[config.mk]
export PLATFORM = sky130hd
export DESIGN_NAME = bmf_exec
export DESIGN_NICKNAME = d
export VERILOG_FILES = /design/src/verilog/bmf_exec.v /design/src/verilog/bmf_op_split.v /design/src/verilog/bmf_flag_unit.v
export VERILOG_INCLUDE_DIRS = /design/src /design/src/verilog
export SDC_FILE = /design/constraint.sdc
export NUM_CORES = 1
export LEC_CHECK = 0
export BUFFER_PORTS_ARGS = -buffer_cell sky130_fd_sc_hd__buf_4
export CAP_MARGIN = 20
export CORE_ASPECT_RATIO = 0.8
export CORE_MARGIN = 3
export CORE_UTILIZATION = 55
export CTS_CLUSTER_SIZE = 28
export DETAILED_ROUTE_END_ITERATION = 7
export PLACE_DENSITY = 0.84
export SKIP_LAST_GASP = 1
export SLEW_MARGIN = 0
export SYNTH_ARGS = -nofsm -noshare
export SYNTH_HDL_FRONTEND = slang
export SYNTH_SLANG_ARGS = --single-unit
[constraint.sdc]
create_clock -name ref_clk -period 4.9 [get_ports ref_clk]
set_input_delay 0.245 -clock ref_clk [delete_from_list [all_inputs] [get_ports ref_clk]]
set_output_delay 0.245 -clock ref_clk [all_outputs]
set_load 0.01 [all_outputs]
[src/verilog/bmf_regs.vh]
`ifndef BMF_REGS_VH
`define BMF_REGS_VH

// ----------------------------------------------------------------------
// Condition-code register layout and reset value
// ----------------------------------------------------------------------
`define BMF_CCR_W 8
`define BMF_CCR_RST 8'h80
`define BMF_CCR_H 5
`define BMF_CCR_N 3
`define BMF_CCR_Z 2
`define BMF_CCR_C 0

// ----------------------------------------------------------------------
// Execution-state figures for the block copy
// ----------------------------------------------------------------------
`define BMF_SETUP_STATES 4'h8
`define BMF_SETUP_LAST 4'h7
`define BMF_ST_CNT_W 20
`define BMF_ST_CNT_ONE 20'h0_0001

// ----------------------------------------------------------------------
// Opcode bytes and the bit that splits a second byte
// ----------------------------------------------------------------------
`define BMF_OP_COPY 8'h7B
`define BMF_SPLIT_BIT 7

// ----------------------------------------------------------------------
// Flag rule selectors
// ----------------------------------------------------------------------
`define BMF_RULE_W 3
`define BMF_RULE_NONE 3'h0
`define BMF_RULE_HC11 3'h1
`define BMF_RULE_HC27 3'h2
`define BMF_RULE_ZEXT 3'h3
`define BMF_RULE_DADJ 3'h4
`define BMF_RULE_DIVS 3'h5
`define BMF_RULE_DIVZ 3'h6
`define BMF_RULE_DIVQ 3'h7

// ----------------------------------------------------------------------
// Data widths and small constants
// ----------------------------------------------------------------------
`define BMF_ADDR_W 16
`define BMF_CNT_W 16
`define BMF_ONE16 16'h0001
`define BMF_ZERO16 16'h0000
`define BMF_ZERO8 8'h00
`define BMF_ONE8 8'h01

`endif

[src/verilog/bmf_exec.v]
`timescale 1ns/1ns
`include "bmf_regs.vh"

module bmf_exec (
  ref_clk,
  reset,
  op_valid,
  op_first,
  op_second,
  word_count_reg,
  source_pointer,
  destination_pointer,
  mem_rdata,
  mem_wait,
  flag_strobe,
  flag_rule,
  carry11,
  carry27,
  result_zero,
  adj_carry,
  divisor_neg,
  divisor_zero,
  quotient_neg,
  busy_r,
  done_r,
  word_mode_r,
  count_out_r,
  source_out_r,
  dest_out_r,
  exec_states_r,
  mem_addr_r,
  mem_rd_r,
  mem_wr_r,
  mem_wdata_r,
  ccr_r
);
  input wire ref_clk;
  input wire reset;
  input wire op_valid;
  input wire [7:0] op_first;
  input wire [7:0] op_second;
  input wire [15:0] word_count_reg;
  input wire [15:0] source_pointer;
  input wire [15:0] destination_pointer;
  input wire [7:0] mem_rdata;
  input wire mem_wait;
  input wire flag_strobe;
  input wire [2:0] flag_rule;
  input wire carry11;
  input wire carry27;
  input wire result_zero;
  input wire adj_carry;
  input wire divisor_neg;
  input wire divisor_zero;
  input wire quotient_neg;
  output reg busy_r;
  output reg done_r;
  output reg word_mode_r;
  output reg [15:0] count_out_r;
  output reg [15:0] source_out_r;
  output reg [15:0] dest_out_r;
  output reg [19:0] exec_states_r;
  output reg [15:0] mem_addr_r;
  output reg mem_rd_r;
  output reg mem_wr_r;
  output reg [7:0] mem_wdata_r;
  output reg [7:0] ccr_r;

  // ----------------------------------------------------------------------
  // Copy sequencer states
  // ----------------------------------------------------------------------
  localparam [5:0] ST_IDLE = 6'b00_0001;
  localparam [5:0] ST_SETUP = 6'b00_0010;
  localparam [5:0] ST_RD_REQ = 6'b00_0100;
  localparam [5:0] ST_RD_DATA = 6'b00_1000;
  localparam [5:0] ST_WR_REQ = 6'b01_0000;
  localparam [5:0] ST_WR_DONE = 6'b10_0000;

  reg [5:0] state_r;
  reg [5:0] state_nxt;
  reg [3:0] setup_cnt_r;
  reg [7:0] data_r;

  wire dec_copy;
  wire dec_word;
  wire [7:0] ccr_nxt;
  wire start;
  wire [7:0] byte_count_reg;
  wire count_zero;
  wire last_byte;
  wire [15:0] count_dec;

  // ----------------------------------------------------------------------
  // Opcode split and flag datapath
  // ----------------------------------------------------------------------
  bmf_op_split u_split (
    .first_byte(op_first),
    .second_byte(op_second),
    .is_copy(dec_copy),
    .is_word(dec_word)
  );

  bmf_flag_unit u_flags (
    .ccr_in(ccr_r),
    .rule(flag_rule),
    .carry11(carry11),
    .carry27(carry27),
    .result_zero(result_zero),
    .adj_carry(adj_carry),
    .divisor_neg(divisor_neg),
    .divisor_zero(divisor_zero),
    .quotient_neg(quotient_neg),
    .ccr_out(ccr_nxt)
  );

  // The byte count is the low half of the word count register.
  assign byte_count_reg = word_count_reg[7:0];
  assign start = op_valid & dec_copy & state_r[0];

  // Zero tests look only at the part of the count the form uses.
  assign count_zero = word_mode_r ? (count_out_r == `BMF_ZERO16) :
                      (count_out_r[7:0] == `BMF_ZERO8);
  assign last_byte = word_mode_r ? (count_out_r == `BMF_ONE16) :
                     (count_out_r[7:0] == `BMF_ONE8);

  // Byte form must not borrow into the upper byte of the register.
  assign count_dec = word_mode_r ? (count_out_r - `BMF_ONE16) :
                     {count_out_r[15:8], count_out_r[7:0] - `BMF_ONE8};

  // ----------------------------------------------------------------------
  // Next-state logic
  // ----------------------------------------------------------------------
  // Four states per byte when the memory never waits; any wait from an
  // external or sync-clock transfer stretches ST_RD_DATA and ST_WR_DONE.
  always @* begin
    state_nxt = state_r;
    case (state_r)
      ST_IDLE: begin
        if (start) begin
          state_nxt = ST_SETUP;
        end
      end
      ST_SETUP: begin
        if (setup_cnt_r == `BMF_SETUP_LAST) begin
          state_nxt = count_zero ? ST_IDLE : ST_RD_REQ;
        end
      end
      ST_RD_REQ: begin
        state_nxt = ST_RD_DATA;
      end
      ST_RD_DATA: begin
        if (!mem_wait) begin
          state_nxt = ST_WR_REQ;
        end
      end
      ST_WR_REQ: begin
        state_nxt = ST_WR_DONE;
      end
      ST_WR_DONE: begin
        if (!mem_wait) begin
          state_nxt = last_byte ? ST_IDLE : ST_RD_REQ;
        end
      end
      default: begin
        state_nxt = ST_IDLE;
      end
    endcase
  end

  // ----------------------------------------------------------------------
  // Sequencer, pointers and count
  // ----------------------------------------------------------------------
  // Pointers and count are working copies loaded at start; the register
  // file picks them up from the outputs once done pulses.
  always @(posedge ref_clk) begin
    if (reset) begin
      state_r <= ST_IDLE;
      setup_cnt_r <= 4'h0;
      word_mode_r <= 1'b0;
      count_out_r <= `BMF_ZERO16;
      source_out_r <= `BMF_ZERO16;
      dest_out_r <= `BMF_ZERO16;
      data_r <= `BMF_ZERO8;
    end else begin
      state_r <= state_nxt;
      case (state_r)
        ST_IDLE: begin
          setup_cnt_r <= 4'h0;
          if (start) begin
            word_mode_r <= dec_word;
            count_out_r <= dec_word ? word_count_reg :
                           {word_count_reg[15:8], byte_count_reg};
            source_out_r <= source_pointer;
            dest_out_r <= destination_pointer;
          end
        end
        ST_SETUP: begin
          setup_cnt_r <= setup_cnt_r + 4'h1;
        end
        ST_RD_DATA: begin
          if (!mem_wait) begin
            data_r <= mem_rdata;
          end
        end
        ST_WR_DONE: begin
          if (!mem_wait) begin
            source_out_r <= source_out_r + `BMF_ONE16;
            dest_out_r <= dest_out_r + `BMF_ONE16;
            count_out_r <= count_dec;
          end
        end
        default: begin
          setup_cnt_r <= 4'h0;
        end
      endcase
    end
  end

  // ----------------------------------------------------------------------
  // Memory strobes
  // ----------------------------------------------------------------------
  // Strobes are registered, so they stand one state after the request
  // state and are held through every wait state.
  always @(posedge ref_clk) begin
    if (reset) begin
      mem_addr_r <= `BMF_ZERO16;
      mem_rd_r <= 1'b0;
      mem_wr_r <= 1'b0;
      mem_wdata_r <= `BMF_ZERO8;
    end else begin
      case (state_nxt)
        ST_RD_DATA: begin
          mem_rd_r <= 1'b1;
          mem_wr_r <= 1'b0;
          mem_addr_r <= source_out_r;
        end
        ST_WR_DONE: begin
          mem_rd_r <= 1'b0;
          mem_wr_r <= 1'b1;
          mem_addr_r <= dest_out_r;
          mem_wdata_r <= (state_r == ST_RD_DATA) ? mem_rdata : data_r;
        end
        default: begin
          mem_rd_r <= 1'b0;
          mem_wr_r <= 1'b0;
        end
      endcase
    end
  end

  // ----------------------------------------------------------------------
  // Busy, done and the execution-state count
  // ----------------------------------------------------------------------
  // The count covers every state from the first setup state to the last
  // write, giving 8 + 4n with on-chip memory and more with waits.
  always @(posedge ref_clk) begin
    if (reset) begin
      busy_r <= 1'b0;
      done_r <= 1'b0;
      exec_states_r <= 20'h0_0000;
    end else begin
      busy_r <= !state_nxt[0];
      done_r <= !state_r[0] & state_nxt[0];
      if (start) begin
        exec_states_r <= `BMF_ST_CNT_ONE;
      end else if (!state_r[0] && !state_nxt[0]) begin
        exec_states_r <= exec_states_r + `BMF_ST_CNT_ONE;
      end
    end
  end

  // ----------------------------------------------------------------------
  // Condition-code register
  // ----------------------------------------------------------------------
  // Only the flag strobe writes the flags; the copy sequencer has no path
  // to them, so a copy cannot disturb them in either form.
  always @(posedge ref_clk) begin
    if (reset) begin
      ccr_r <= `BMF_CCR_RST;
    end else if (flag_strobe) begin
      ccr_r <= ccr_nxt;
    end
  end
endmodule

[src/verilog/bmf_op_split.v]
`timescale 1ns/1ns
// ----------------------------------------------------------------------
// Second-byte split of the copy opcode
// ----------------------------------------------------------------------
`include "bmf_regs.vh"

module bmf_op_split (
  first_byte,
  second_byte,
  is_copy,
  is_word
);
  input wire [7:0] first_byte;
  input wire [7:0] second_byte;
  output wire is_copy;
  output wire is_word;

  // The top bit of the second byte's upper nibble picks the form.
  assign is_copy = (first_byte == `BMF_OP_COPY);
  assign is_word = is_copy & second_byte[`BMF_SPLIT_BIT];
endmodule

[src/verilog/bmf_flag_unit.v]
`timescale 1ns/1ns
// ----------------------------------------------------------------------
// Condition flag update for the footnoted rules
// ----------------------------------------------------------------------
`include "bmf_regs.vh"

module bmf_flag_unit (
  ccr_in,
  rule,
  carry11,
  carry27,
  result_zero,
  adj_carry,
  divisor_neg,
  divisor_zero,
  quotient_neg,
  ccr_out
);
  input wire [7:0] ccr_in;
  input wire [2:0] rule;
  input wire carry11;
  input wire carry27;
  input wire result_zero;
  input wire adj_carry;
  input wire divisor_neg;
  input wire divisor_zero;
  input wire quotient_neg;
  output reg [7:0] ccr_out;

  // Each rule touches only its own flag; all other bits pass through.
  always @* begin
    ccr_out = ccr_in;
    case (rule)
      `BMF_RULE_HC11: ccr_out[`BMF_CCR_H] = carry11;
      `BMF_RULE_HC27: ccr_out[`BMF_CCR_H] = carry27;
      `BMF_RULE_ZEXT: ccr_out[`BMF_CCR_Z] = ccr_in[`BMF_CCR_Z] & result_zero;
      `BMF_RULE_DADJ: ccr_out[`BMF_CCR_C] = ccr_in[`BMF_CCR_C] | adj_carry;
      `BMF_RULE_DIVS: ccr_out[`BMF_CCR_N] = divisor_neg;
      `BMF_RULE_DIVZ: ccr_out[`BMF_CCR_Z] = divisor_zero;
      `BMF_RULE_DIVQ: ccr_out[`BMF_CCR_N] = quotient_neg;
      default: ccr_out = ccr_in;
    endcase
  end
endmodule

# Yosys cells after proc, flatten, opt, wreduce, memory -nomap -nowiden
# Index checks and enable logic that the tools add are counted.
[word_totals]
out_inout_bits = 105
reg_bits = 119
word_cells = 105
[op_classes]
addsub = 6
n_bitwise = 7
reduce_logical = 21
mux = 29
n_eq_ne = 22
[op_table]
columns = ["operator", "count"]
rows = [
  ["$pmux 16 s2", 4],
  ["$mux 16", 7],
  ["$pmux 6 s6", 1],
  ["$add 16x1->16 const B", 2],
  ["$mux 6", 4],
  ["$add 20x1->20 const B", 1],
  ["$eq 16x1->1 const B", 1],
  ["$logic_not 16->1", 1],
  ["$sub 16x1->16 const B", 1],
  ["$eq 3x3->1 const B", 4],
  ["$eq 6x4->1 const B", 2],
  ["$eq 6x6->1 const B", 2],
  ["$reduce_and 2->1", 6],
  ["$reduce_bool 2->1", 6],
  ["$eq 8x1->1 const B", 1],
  ["$eq 8x7->1 const B", 1],
  ["$logic_not 8->1", 1],
  ["$mux 8", 1],
  ["$pmux 4 s2", 1],
  ["$sub 8x1->8 const B", 1],
  ["$eq 3x2->1 const B", 2],
  ["$eq 6x1->1 const B", 1],
  ["$eq 6x2->1 const B", 1],
  ["$eq 6x3->1 const B", 1],
  ["16 further kinds", 32],
]

# Depth between registers and ports, before layout
# Gate-level depths: netlist (run 1).
[depth]
word_depth = 9
depth_mapped = 9
ltp_nobuf = 7

# Cells and area by module
# Synthesis (run 1) repeated with hierarchy kept, for this count alone.
[unflattened]
cells_unflattened = 856
area_unflattened_um2 = 6725.2
[modules_own_cells]
columns = ["mod", "instances", "cells_each", "seq_area_each_um2", "area_each_um2"]
rows = [
  ["bmf_exec", 1, 831, 2462.4, 6546.3],
  ["bmf_flag_unit", 1, 20, 0.0, 143.9],
  ["bmf_op_split", 1, 5, 0.0, 35.0],
]

# Worst setup path before layout (run 1)
# OpenSTA, ideal clock, no wires.
[synth_path]
kind = "reg2reg"
startpoint = "register count_out_r[13]"
endpoint = "register exec_states_r[11]"
setup_ns = 0.116
t_arrival_ns = 1.896
synth_period_minus_slack_ns = 2.012
path_stages_with_launch = 7
setup_slack_ns = 2.888
n_path_buf = 1
cell_sequence = "dfxtp_1 or4_1 o31ai_2 o211a_4 nor2_1 buf_6 a31o_1"
[synth_via]
elab_chain_len = 7
elab_cells_between_ends = 11
cone_classes = "eq/ne (1); mux (7); reduce/logical (3)"
[synth_rtl]
columns = ["item", "line", "text"]
rows = [
  ["start: declaration", "bmf_exec.v:59", "output reg [15:0] count_out_r;"],
  ["start signal: assignment", "bmf_exec.v:180", "count_out_r <= `BMF_ZERO16;"],
  ["start signal: assignment", "bmf_exec.v:191", "count_out_r <= dec_word ? word_count_reg :"],
  ["start signal: assignment", "bmf_exec.v:209", "count_out_r <= count_dec;"],
  ["$eq 16x1->1 (no line) / $logic_not 16->1 (equally long branches)", "-", ""],
  ["$mux 1, on equally long branches", "bmf_exec.v:123, bmf_exec.v:121", ""],
  ["$mux 3, on equally long branches", "bmf_exec.v:161, bmf_exec.v:145", ""],
  ["$mux 6, on equally long branches", "bmf_exec.v:160, bmf_exec.v:144", ""],
  ["$pmux 6 s6 *", "bmf_exec.v:137", "case (state_r)"],
  ["$logic_not 1->1 *", "bmf_exec.v:266", "end else if (!state_r[0] && !state_nxt[0]) begin"],
  ["$logic_and 1x1->1 *", "bmf_exec.v:266", ""],
  ["end signal: assignment", "bmf_exec.v:265", "exec_states_r <= `BMF_ST_CNT_ONE;"],
  ["end signal: assignment", "bmf_exec.v:267", "exec_states_r <= exec_states_r + `BMF_ST_CNT_ONE;"],
  ["end: declaration", "bmf_exec.v:62", "output reg [19:0] exec_states_r;"],
]
# Every way passes the cells marked *; elsewhere a longest branch is shown, timed or not.
# A chain may end at the register's enable or synchronous reset.

# Worst setup path after layout (run 1)
[layout_path]
startpoint = "register state_r[0]"
endpoint = "register dest_out_r[15]"
[layout_via]
elab_chain_len = 3
elab_cells_between_ends = 8
cone_classes = "eq/ne (4); mux (1); bitwise (1); reduce/logical (2)"
[layout_rtl]
columns = ["item", "line", "text"]
rows = [
  ["start: declaration", "bmf_exec.v:79", "reg [5:0] state_r;"],
  ["start signal: assignment", "bmf_exec.v:185", "state_r <= state_nxt;"],
  ["$eq 6x1->1 (tied with other cells)", "bmf_exec.v:186", "case (state_r)"],
  ["$ne 2x2->1 (no line) / $reduce_bool 2->1 (equally long branches)", "-", ""],
  ["$reduce_and 3->1 (no line)", "-", ""],
  ["end signal: assignment", "bmf_exec.v:182", "dest_out_r <= `BMF_ZERO16;"],
  ["end signal: assignment", "bmf_exec.v:194", "dest_out_r <= destination_pointer;"],
  ["end signal: assignment", "bmf_exec.v:208", "dest_out_r <= dest_out_r + `BMF_ONE16;"],
  ["end: declaration", "bmf_exec.v:61", "output reg [15:0] dest_out_r;"],
]
# Several ways; a longest one is shown, not always the timed one.

==> results.json, run 1 <==
{
  "instances_no_fill": 1130,
  "rr_worst_depth": 5,
  "vias": 6989,
  "wl_met2_um": 9030,
  "max_slew_margin": 0.296,
  "timing.final.crit_share": 0.601,
  "path_clk_slew_ps": 50,
  "crit_path_cell_trace": "or4_1 > nor2_4 > nor2_1 > a31o_1 > a2111oi_1",
  "yosys.area_share.adder": 0.0133,
  "cts_root_buffer": "clkbuf_16",
  "clock_tree.buffer_depth": 2,
  "postLayoutCellArea_um2": 8450,
  "dr.pass1.iters": 5,
  "drt-met1-wl_um": 8900,
  "synth_seq_area_share": 0.363,
  "cts_tree": "built",
  "synth_top_family_by_area": "simple AND/OR/NAND/NOR gates",
  "drv_slew": 0,
  "syn_to_final_growth_pct": 28.7,
  "status": "finished clean",
  "dieWidth_um": 128,
  "crit_type": "register to register",
  "placed_area_um2": 7870,
  "top_layer_used": "met4",
  "diodes": 0,
  "final_common_cell": "buf_4",
  "r2r-end": "dest_out_r[15]$_SDFFE_PP0P_",
  "critical-path-max-stage-delay_ps": 910,
  "crit_slowest_cell": "nor2_4",
  "ys_warn_count": 0,
  "worstHoldPathCells": 2,
  "netlist_instances": 824,
  "r2r_start": "state_r[0]$_SDFF_PP1_",
  "critical-path-top-delay-family": "simple AND/OR/NAND/NOR gates",
  "powerDensity_nw_per_um2": 269,
  "synth_compound_area_frac": 0.242,
  "h-tree-depth": 4,
  "min_to": "ccr_r[2]$_SDFFE_PP0P_",
  "rsz0062_at_grt": "false",
  "nets": 1066,
  "grt_util_all_layers": 0.295,
  "drt_iter0_markers": 795,
  "tightestPinTransition_ps": 1050,
  "synth_top_flop_cell": "dfxtp_1",
  "synth_cell_type_count": 71,
  "fin_crit_ps": 2950,
  "synth_area_um2": 6570,
  "cp_max_fo": 47,
  "die_area_um2": 13300,
  "irDropWorstVdd_mv": 0.241,
  "power.total_mw": 2.27,
  "cap_violations": 0,
  "detail-route-antenna-nets": 0,
  "crit_cells": 5,
  "die_h_um": 104,
  "synthMuxAreaShare": 0.0488,
  "synth-edff-count": 0,
  "clk_latency_ps": 410,
  "crit_path_start_kind": "register",
  "cp.arrival_ps": 3240,
  "hpwl_um": 13700,
  "synthXorXnorAreaFrac": 0.00667,
  "dp.cells": 1099,
  "wl_per_cell_um": 17.7,
  "skew_ps": 7.04,
  "fmax_mhz": 339,
  "synth-simple-area-share": 0.274,
  "cts_resized": 0,
  "utilization": 0.728,
  "setup_viol": 0,
  "viasPerCell": 6.18,
  "gp_congestion": 0.896,
  "rows": 35,
  "ys_ff_latch": 119,
  "final_cell_mix": "buf_4, dfxtp_1, nand2_1, nor2_1, a21oi_1",
  "min_from": "flag_strobe",
  "coreArea_um2": 11600,
  "io_buffers": 180,
  "async_reset_ff_frac": 0,
  "cellLeakagePower_nw": 3.49,
  "first_global_vias": 6346,
  "tns_ps": 0,
  "wl_met3_um": 1750,
  "worstPathRequired_ps": 5190,
  "cp-end-kind": "register",
  "wl_um": 20000,
  "r2r_setup_slack_ps": 1950,
  "grt_antenna_before_repair": 0,
  "drive_above_1_share": 0.237,
  "grt_pass1_wl_um": 32000,
  "cts_sinks": 119,
  "hp-class": "primary input to register",
  "numCtsBuffers": 17,
  "drc": 0,
  "synth_area_per_cell_um2": 7.97,
  "initial_core_util": 0.566,
  "io_pins": 192,
  "overflow": 0,
  "grt_max_degree": 70,
  "cts_setup_buffers": 0,
  "cp_num_buf_inv": 0,
  "finalHoldViolations": 0,
  "cts_hold_buffers": 0
}
==> area by class of cell <==
cell class                      instances  area [µm²]
Clock inverter                          3        40.0
Multi-Input combinational cell        638        3880
Timing Repair Buffer                  187        1410
Fill cell                             925        3160
Sequential cell                       119        2380
Inverter                                9        33.8
Clock buffer                           26         519
Tap cell                              148         185
==> cells by family (layout without fill, tap and decap cells) <==
logic type | count (synthesis) | in the layout
AND/OR/NAND/NOR | 351 | 351
AO/OA/AOI/OAI | 239 | 239
flip-flops | 119 | 119
buffers and inverters | 69 | 225
multiplexers | 32 | 32
adder cells (fa/ha/maj) | 7 | 7
XOR/XNOR | 5 | 5
other | 2 | 4
==> cells in the mapped netlist (11+ instances only) <==
cell type	instances	area, µm²
dfxtp_1	119	2380
nand3_1	26	130
a211oi_1	36	270
clkbuf_1	35	131
a21oi_1	54	270
mux2i_1	32	320
o21ai_0	35	175
nand2_1	87	327
nand4_1	14	87.6
nor3_1	30	150
a31oi_1	16	100
nor2_1	85	319
nor4_1	20	125
a311oi_1	11	96.3
and2_1	18	113
o21ai_1	21	105
==> flip-flops by register name (all words and copies together), names as in the netlist <==
register,count
exec_states_r,20
count_out_r,16
dest_out_r,16
mem_addr_r,16
source_out_r,16
data_r,8
mem_wdata_r,8
state_r,6
ccr_r,4
setup_cnt_r,4
busy_r,1
done_r,1
mem_rd_r,1
mem_wr_r,1
word_mode_r,1
==> metrics by stage <==
step                      hold slack (ps)  worst slack, ps
final                                56.5             1950
after detailed placement              452             2050
after floorplan                       355             2890
after global routing                 64.9             1750
after global placement                442             2060
after CTS                            46.0             1990
==> report_power, final <==
part	internal, mW	switching [mW]	leakage [nW]
clock network	0.768	0.419	0.278
logic	0.0595	0.0518	2.26
registers	0.971	0.00222	0.958
==> how the worst max path moves through the flow <==
stage | start | endpoint | slack (ps)
5_1_grt | state_r[0]$_SDFF_PP1_ | dest_out_r[15]$_SDFFE_PP0P_ | 1750
4_1_cts | state_r[0]$_SDFF_PP1_ | dest_out_r[15]$_SDFFE_PP0P_ | 1990
3_5_place_dp | state_r[0]$_SDFF_PP1_ | dest_out_r[15]$_SDFFE_PP0P_ | 2050
6_report | state_r[0]$_SDFF_PP1_ | dest_out_r[15]$_SDFFE_PP0P_ | 1950
3_3_place_gp | state_r[0]$_SDFF_PP1_ | dest_out_r[15]$_SDFFE_PP0P_ | 2060
2_1_floorplan | count_out_r[13]$_SDFFE_PP0P_ | exec_states_r[11]$_SDFFE_PP0P_ | 2890
==> per-layer routing <==
metal | vias to the layer above | GRT usage
met5 | - | 0
met4 | 0 | 0.103
met3 | 37 | 0.0639
met2 | 354 | 0.440
met1 | 3233 | 0.419
li1 | 3365 | -
(Power assumes the default switching activity.)
==> run 2, diff against run 1 <==
CORE_UTILIZATION = 47   (was 55)
PLACE_DENSITY = 0.76   (was 0.84)
clock period = 2.7 ns   (was 4.9 ns; I/O delays follow)
==> run 2 against run 1 <==
Compared with the run above:
- via count is 1.7% higher
- wire length up 3.3%
- power grew 82%
- maximum frequency rose by 19%
- combinational power is 100% higher
- sequential share of layout area down 1.0 points
- die area increased by 16%
- register-to-register slack got worse by 1700 ps
- final area is 3.7% higher
- clock skew up 3.5 ps
- count of clock-buffer cells in the layout decreased by 8
- utilization fell by 6.6 points
- critical path type unchanged
- critical endpoint is now exec_states_r[0]$_SDFFE_PP0P_
==> results.json, run 2 (synthesized netlist as in run 1, its figures left out) <==
{
  "vias": 7106,
  "coreArea_um2": 13200,
  "h-tree-depth": 4,
  "cts_tree": "built",
  "io_pins": 192,
  "drv_slew": 0,
  "max_slew_margin": 0.277,
  "cts_resized": 0,
  "fmax_mhz": 403,
  "tightestPinTransition_ps": 1080,
  "cp-end-kind": "register",
  "whs_ps": 14.9,
  "syn_to_final_growth_pct": 33.5,
  "cap_violations": 0,
  "status": "finished clean",
  "finalHoldViolations": 0,
  "io_buffers": 180,
  "irDropWorstVdd_mv": 0.466,
  "critPathMostFrequentCell": "a311oi_1",
  "detail-route-antenna-nets": 0,
  "diodes": 0,
  "clk_latency_ps": 420,
  "initial_core_util": 0.496,
  "fin_crit_ps": 2480,
  "drt_iter0_markers": 753,
  "final_common_cell": "buf_4",
  "path_clk_slew_ps": 60,
  "critical-path-max-stage-delay_ps": 790,
  "first_global_vias": 6478,
  "overflow": 0,
  "grt_antenna_before_repair": 0,
  "crit_path_cell_trace": "or4_1 > nor3_4 > o211ai_2 > a311oi_1 > a311oi_1",
  "viasPerCell": 5.97,
  "hpwl_um": 14400,
  "setup_viol": 0,
  "cts_root_buffer": "clkbuf_16",
  "worstHoldPathCells": 3,
  "crit_slowest_cell": "or4_1",
  "crit_type": "register to register",
  "cts_setup_buffers": 0,
  "rr_worst_depth": 5,
  "dr.pass1.iters": 5,
  "rsz0062_at_grt": "false",
  "cellLeakagePower_nw": 3.62,
  "power.total_mw": 4.14,
  "hp-class": "primary input to register",
  "cts_sinks": 119,
  "top_register": "exec_states_r",
  "tns_ps": 0,
  "timing.final.crit_share": 0.919,
  "drive_above_1_share": 0.250,
  "grt_max_degree": 98,
  "dieWidth_um": 138,
  "powerDensity_nw_per_um2": 473,
  "crit_path_start_kind": "register",
  "wl_per_cell_um": 17.4,
  "rows": 37,
  "clock_tree.buffer_depth": 2,
  "skew_ps": 10.5,
  "wl_um": 20700,
  "drc": 0,
  "cp.arrival_ps": 2720,
  "grt_pass1_wl_um": 33500,
  "final_cell_mix": "buf_4, dfxtp_1, nand2_1, nor2_1, a21oi_1",
  "die_h_um": 112,
  "die_area_um2": 15400,
  "cp_max_fo": 15,
  "nets": 1096,
  "gp_congestion": 0.903,
  "largest_reg_flops": 20,
  "worstPathRequired_ps": 2940,
  "numCtsBuffers": 17,
  "grt_util_all_layers": 0.259
}
## run 2: cell count changes in the layout (fill, tap and decap cells not counted)
cell           previous run  this run
dlygate4sd3_1             0        15
clkinv_4                  0         2
buf_12                    0         1
buf_4                   186       200
clkinvlp_4                0         7
clkbuf_8                  6         1
inv_6                     0         2
clkbuf_1                  3         0
## run 2: critical path: cells and delay by family, from the launching register on
family | cells | cell delay, ps
AOI/OAI and AO/OA | 3 | 820
and+or+nand+nor | 2 | 1080
DFF | 1 | 400
## run 2: area by class of cell
type	instances	area [µm²]
well taps	175	219
repair buffers	217	1690
clock buffers	18	439
clock inverters	14	128
inverters	9	33.8
fillers	1154	4470
flip-flops and latches	119	2380
multi-input cells	638	3880
## run 2: worst paths after layout
kind / from / endpoint / slack (ps)
setup / recovery: state_r[3]$_SDFF_PP0_ / exec_states_r[0]$_SDFFE_PP0P_ / 220
hold / removal: source_pointer[1] / source_out_r[1]$_SDFFE_PP0P_ / 10
setup reg to reg: state_r[3]$_SDFF_PP0_ / exec_states_r[0]$_SDFFE_PP0P_ / 220
hold reg to reg: data_r[1]$_SDFFE_PP0P_ / data_r[1]$_SDFFE_PP0P_ / 450
## run 2: timing repair
item	4_1_cts	5_1_grt
hold buffers	15	0
endpoints found under the hold margin	14	0
endpoints found under the setup margin	0	0
## run 2: through the flow
stage	cells	area, µm²	setup slack [ps]	utilization
CTS	1189	8750	256	0.661
floorplan	826	6570	688	-
detailed placement	1142	8030	270	0.607
global route	1190	8770	62.0	0.662
global placement	1142	8030	302	0.607
finish	1190	8770	219	0.662
## run 2: metal layers
metal  wire, µm  global-route usage  share of wire
met4        356              0.0843          0.017
met5          0                   0              0
met1       9210               0.360           0.44
met2       9020               0.384           0.44
met3       2120              0.0820           0.10
## run 2: power by group
| part | leakage (nW) | internal [mW] | total [mW] | switching, mW |
|---|---|---|---|---|
| clock | 0.257 | 1.29 | 2.16 | 0.865 |
| sequential | 0.958 | 1.76 | 1.76 | 0.00364 |
| combinational | 2.40 | 0.123 | 0.224 | 0.101 |
| total | 3.62 | 3.17 | 4.14 | 0.969 |
==> run 3, diff against run 2 <==
RECOVER_POWER = 50   (was default)
==> run 3 against run 2 <==
Compared with the run above:
- first-iteration DRC count rose by 5.2%
- non-clock buffer count stayed put
- sequential share of layout area grew 1.3 points
- via count about the same
- global-route usage stayed put
==> results.json, run 3 (synthesized netlist as in run 1, its figures left out) <==
{
  "whs_ps": 10.6,
  "cts_tree": "built",
  "wl_per_cell_um": 17.4,
  "initial_core_util": 0.496,
  "finalHoldViolations": 0,
  "syn_to_final_growth_pct": 27.5,
  "crit_path_start_kind": "register",
  "top_register": "exec_states_r",
  "cts_sinks": 119,
  "irDropWorstVdd_mv": 0.466,
  "final_common_cell": "dfxtp_1",
  "cp.arrival_ps": 2700,
  "worstPathRequired_ps": 2940,
  "fmax_mhz": 407,
  "power.total_mw": 4.14,
  "detail-route-antenna-nets": 0,
  "cp_max_fo": 15,
  "critical-path-top-delay-family": "simple AND/OR/NAND/NOR gates",
  "tightestPinTransition_ps": 1080,
  "setup_viol": 0,
  "crit_type": "register to register",
  "io_pins": 192,
  "critPathMostFrequentCell": "a311oi_1",
  "tns_ps": 0,
  "skew_ps": 8.39,
  "dieWidth_um": 138,
  "io_buffers": 180,
  "diodes": 0,
  "crit_path_cell_trace": "or4_1 > nor3_4 > o211ai_2 > a311oi_1 > a311oi_1",
  "critical-path-max-stage-delay_ps": 790,
  "vias": 7099,
  "fin_crit_ps": 2460,
  "rows": 37,
  "first_global_vias": 6478,
  "cellLeakagePower_nw": 3.18,
  "path_clk_slew_ps": 60,
  "timing.final.crit_share": 0.911,
  "dr.pass1.iters": 5,
  "gp_congestion": 0.903,
  "numCtsBuffers": 17,
  "cp-end-kind": "register",
  "crit_slowest_cell": "or4_1",
  "wl_um": 20700,
  "overflow": 0,
  "die_area_um2": 15400,
  "drive_above_1_share": 0.148,
  "hp-class": "primary input to register",
  "drt_iter0_markers": 792,
  "grt_util_all_layers": 0.259,
  "grt_max_degree": 98,
  "hpwl_um": 14400,
  "drc": 0,
  "grt_pass1_wl_um": 33500,
  "final_cell_mix": "dfxtp_1, clkbuf_1, buf_4, nand2_1, nor2_1",
  "clk_latency_ps": 420,
  "cp_num_buf_inv": 0,
  "powerDensity_nw_per_um2": 495,
  "max_slew_margin": 0.282,
  "die_h_um": 112,
  "clock_tree.buffer_depth": 2,
  "grt_antenna_before_repair": 0,
  "drv_slew": 0,
  "cts_setup_buffers": 0,
  "cap_violations": 0,
  "rsz0062_at_grt": "false",
  "coreArea_um2": 13200,
  "dp.cells": 1142,
  "viasPerCell": 5.97,
  "instances_no_fill": 1190,
  "cts_root_buffer": "clkbuf_16",
  "largest_reg_flops": 20,
  "nets": 1096,
  "h-tree-depth": 4,
  "utilization": 0.632,
  "status": "finished clean"
}
[run 3: worst paths after layout]
kind | start | endpoint | slack [ps] | cells after the start
max | state_r[3]$_SDFF_PP0_ | exec_states_r[0]$_SDFFE_PP0P_ | 240 | 5
min | source_pointer[1] | source_out_r[1]$_SDFFE_PP0P_ | 10 | 3
max reg2reg | state_r[3]$_SDFF_PP0_ | exec_states_r[0]$_SDFFE_PP0P_ | 240 | 5
min reg2reg | data_r[1]$_SDFFE_PP0P_ | data_r[1]$_SDFFE_PP0P_ | 450 | 2
[run 3: layer usage]
metal,GRT usage,share of wire
met2,0.384,0.43
met3,0.0820,0.099
met5,0,0
met1,0.360,0.45
met4,0.0843,0.020
[run 3: metrics by stage]
step	setup WS (ps)	area, µm²
finish	241	8370
global route	62.1	8370
CTS	256	8750
detailed placement	270	8030
global placement	302	8030
floorplan	688	6570
[run 3: final cells by class]
cell class              instances  area [µm²]
well taps                     175         219
flip-flops and latches        119        2380
inverters                       9        33.8
multi-input cells             638        3880
fillers                      1287        4870
clock buffers                  18         439
repair buffers                217        1290
clock inverters                14         128
[run 3: worst min-delay path, cell delays in order]
cell      delay (ps)
buf_4            110
nand2_1           50
a311oi_1          80
[run 3: repair_timing]
item | in CTS | in global routing
resized for setup | 0 | 0
hold buffers | 15 | 0
setup endpoints to repair | 0 | 0
endpoints found under the hold margin | 14 | 0
[run 3: where the power goes]
group	leakage [nW]	internal, mW	switching [mW]
registers	0.958	1.76	0.00356
clock network	0.257	1.29	0.869
logic	1.96	0.119	0.101
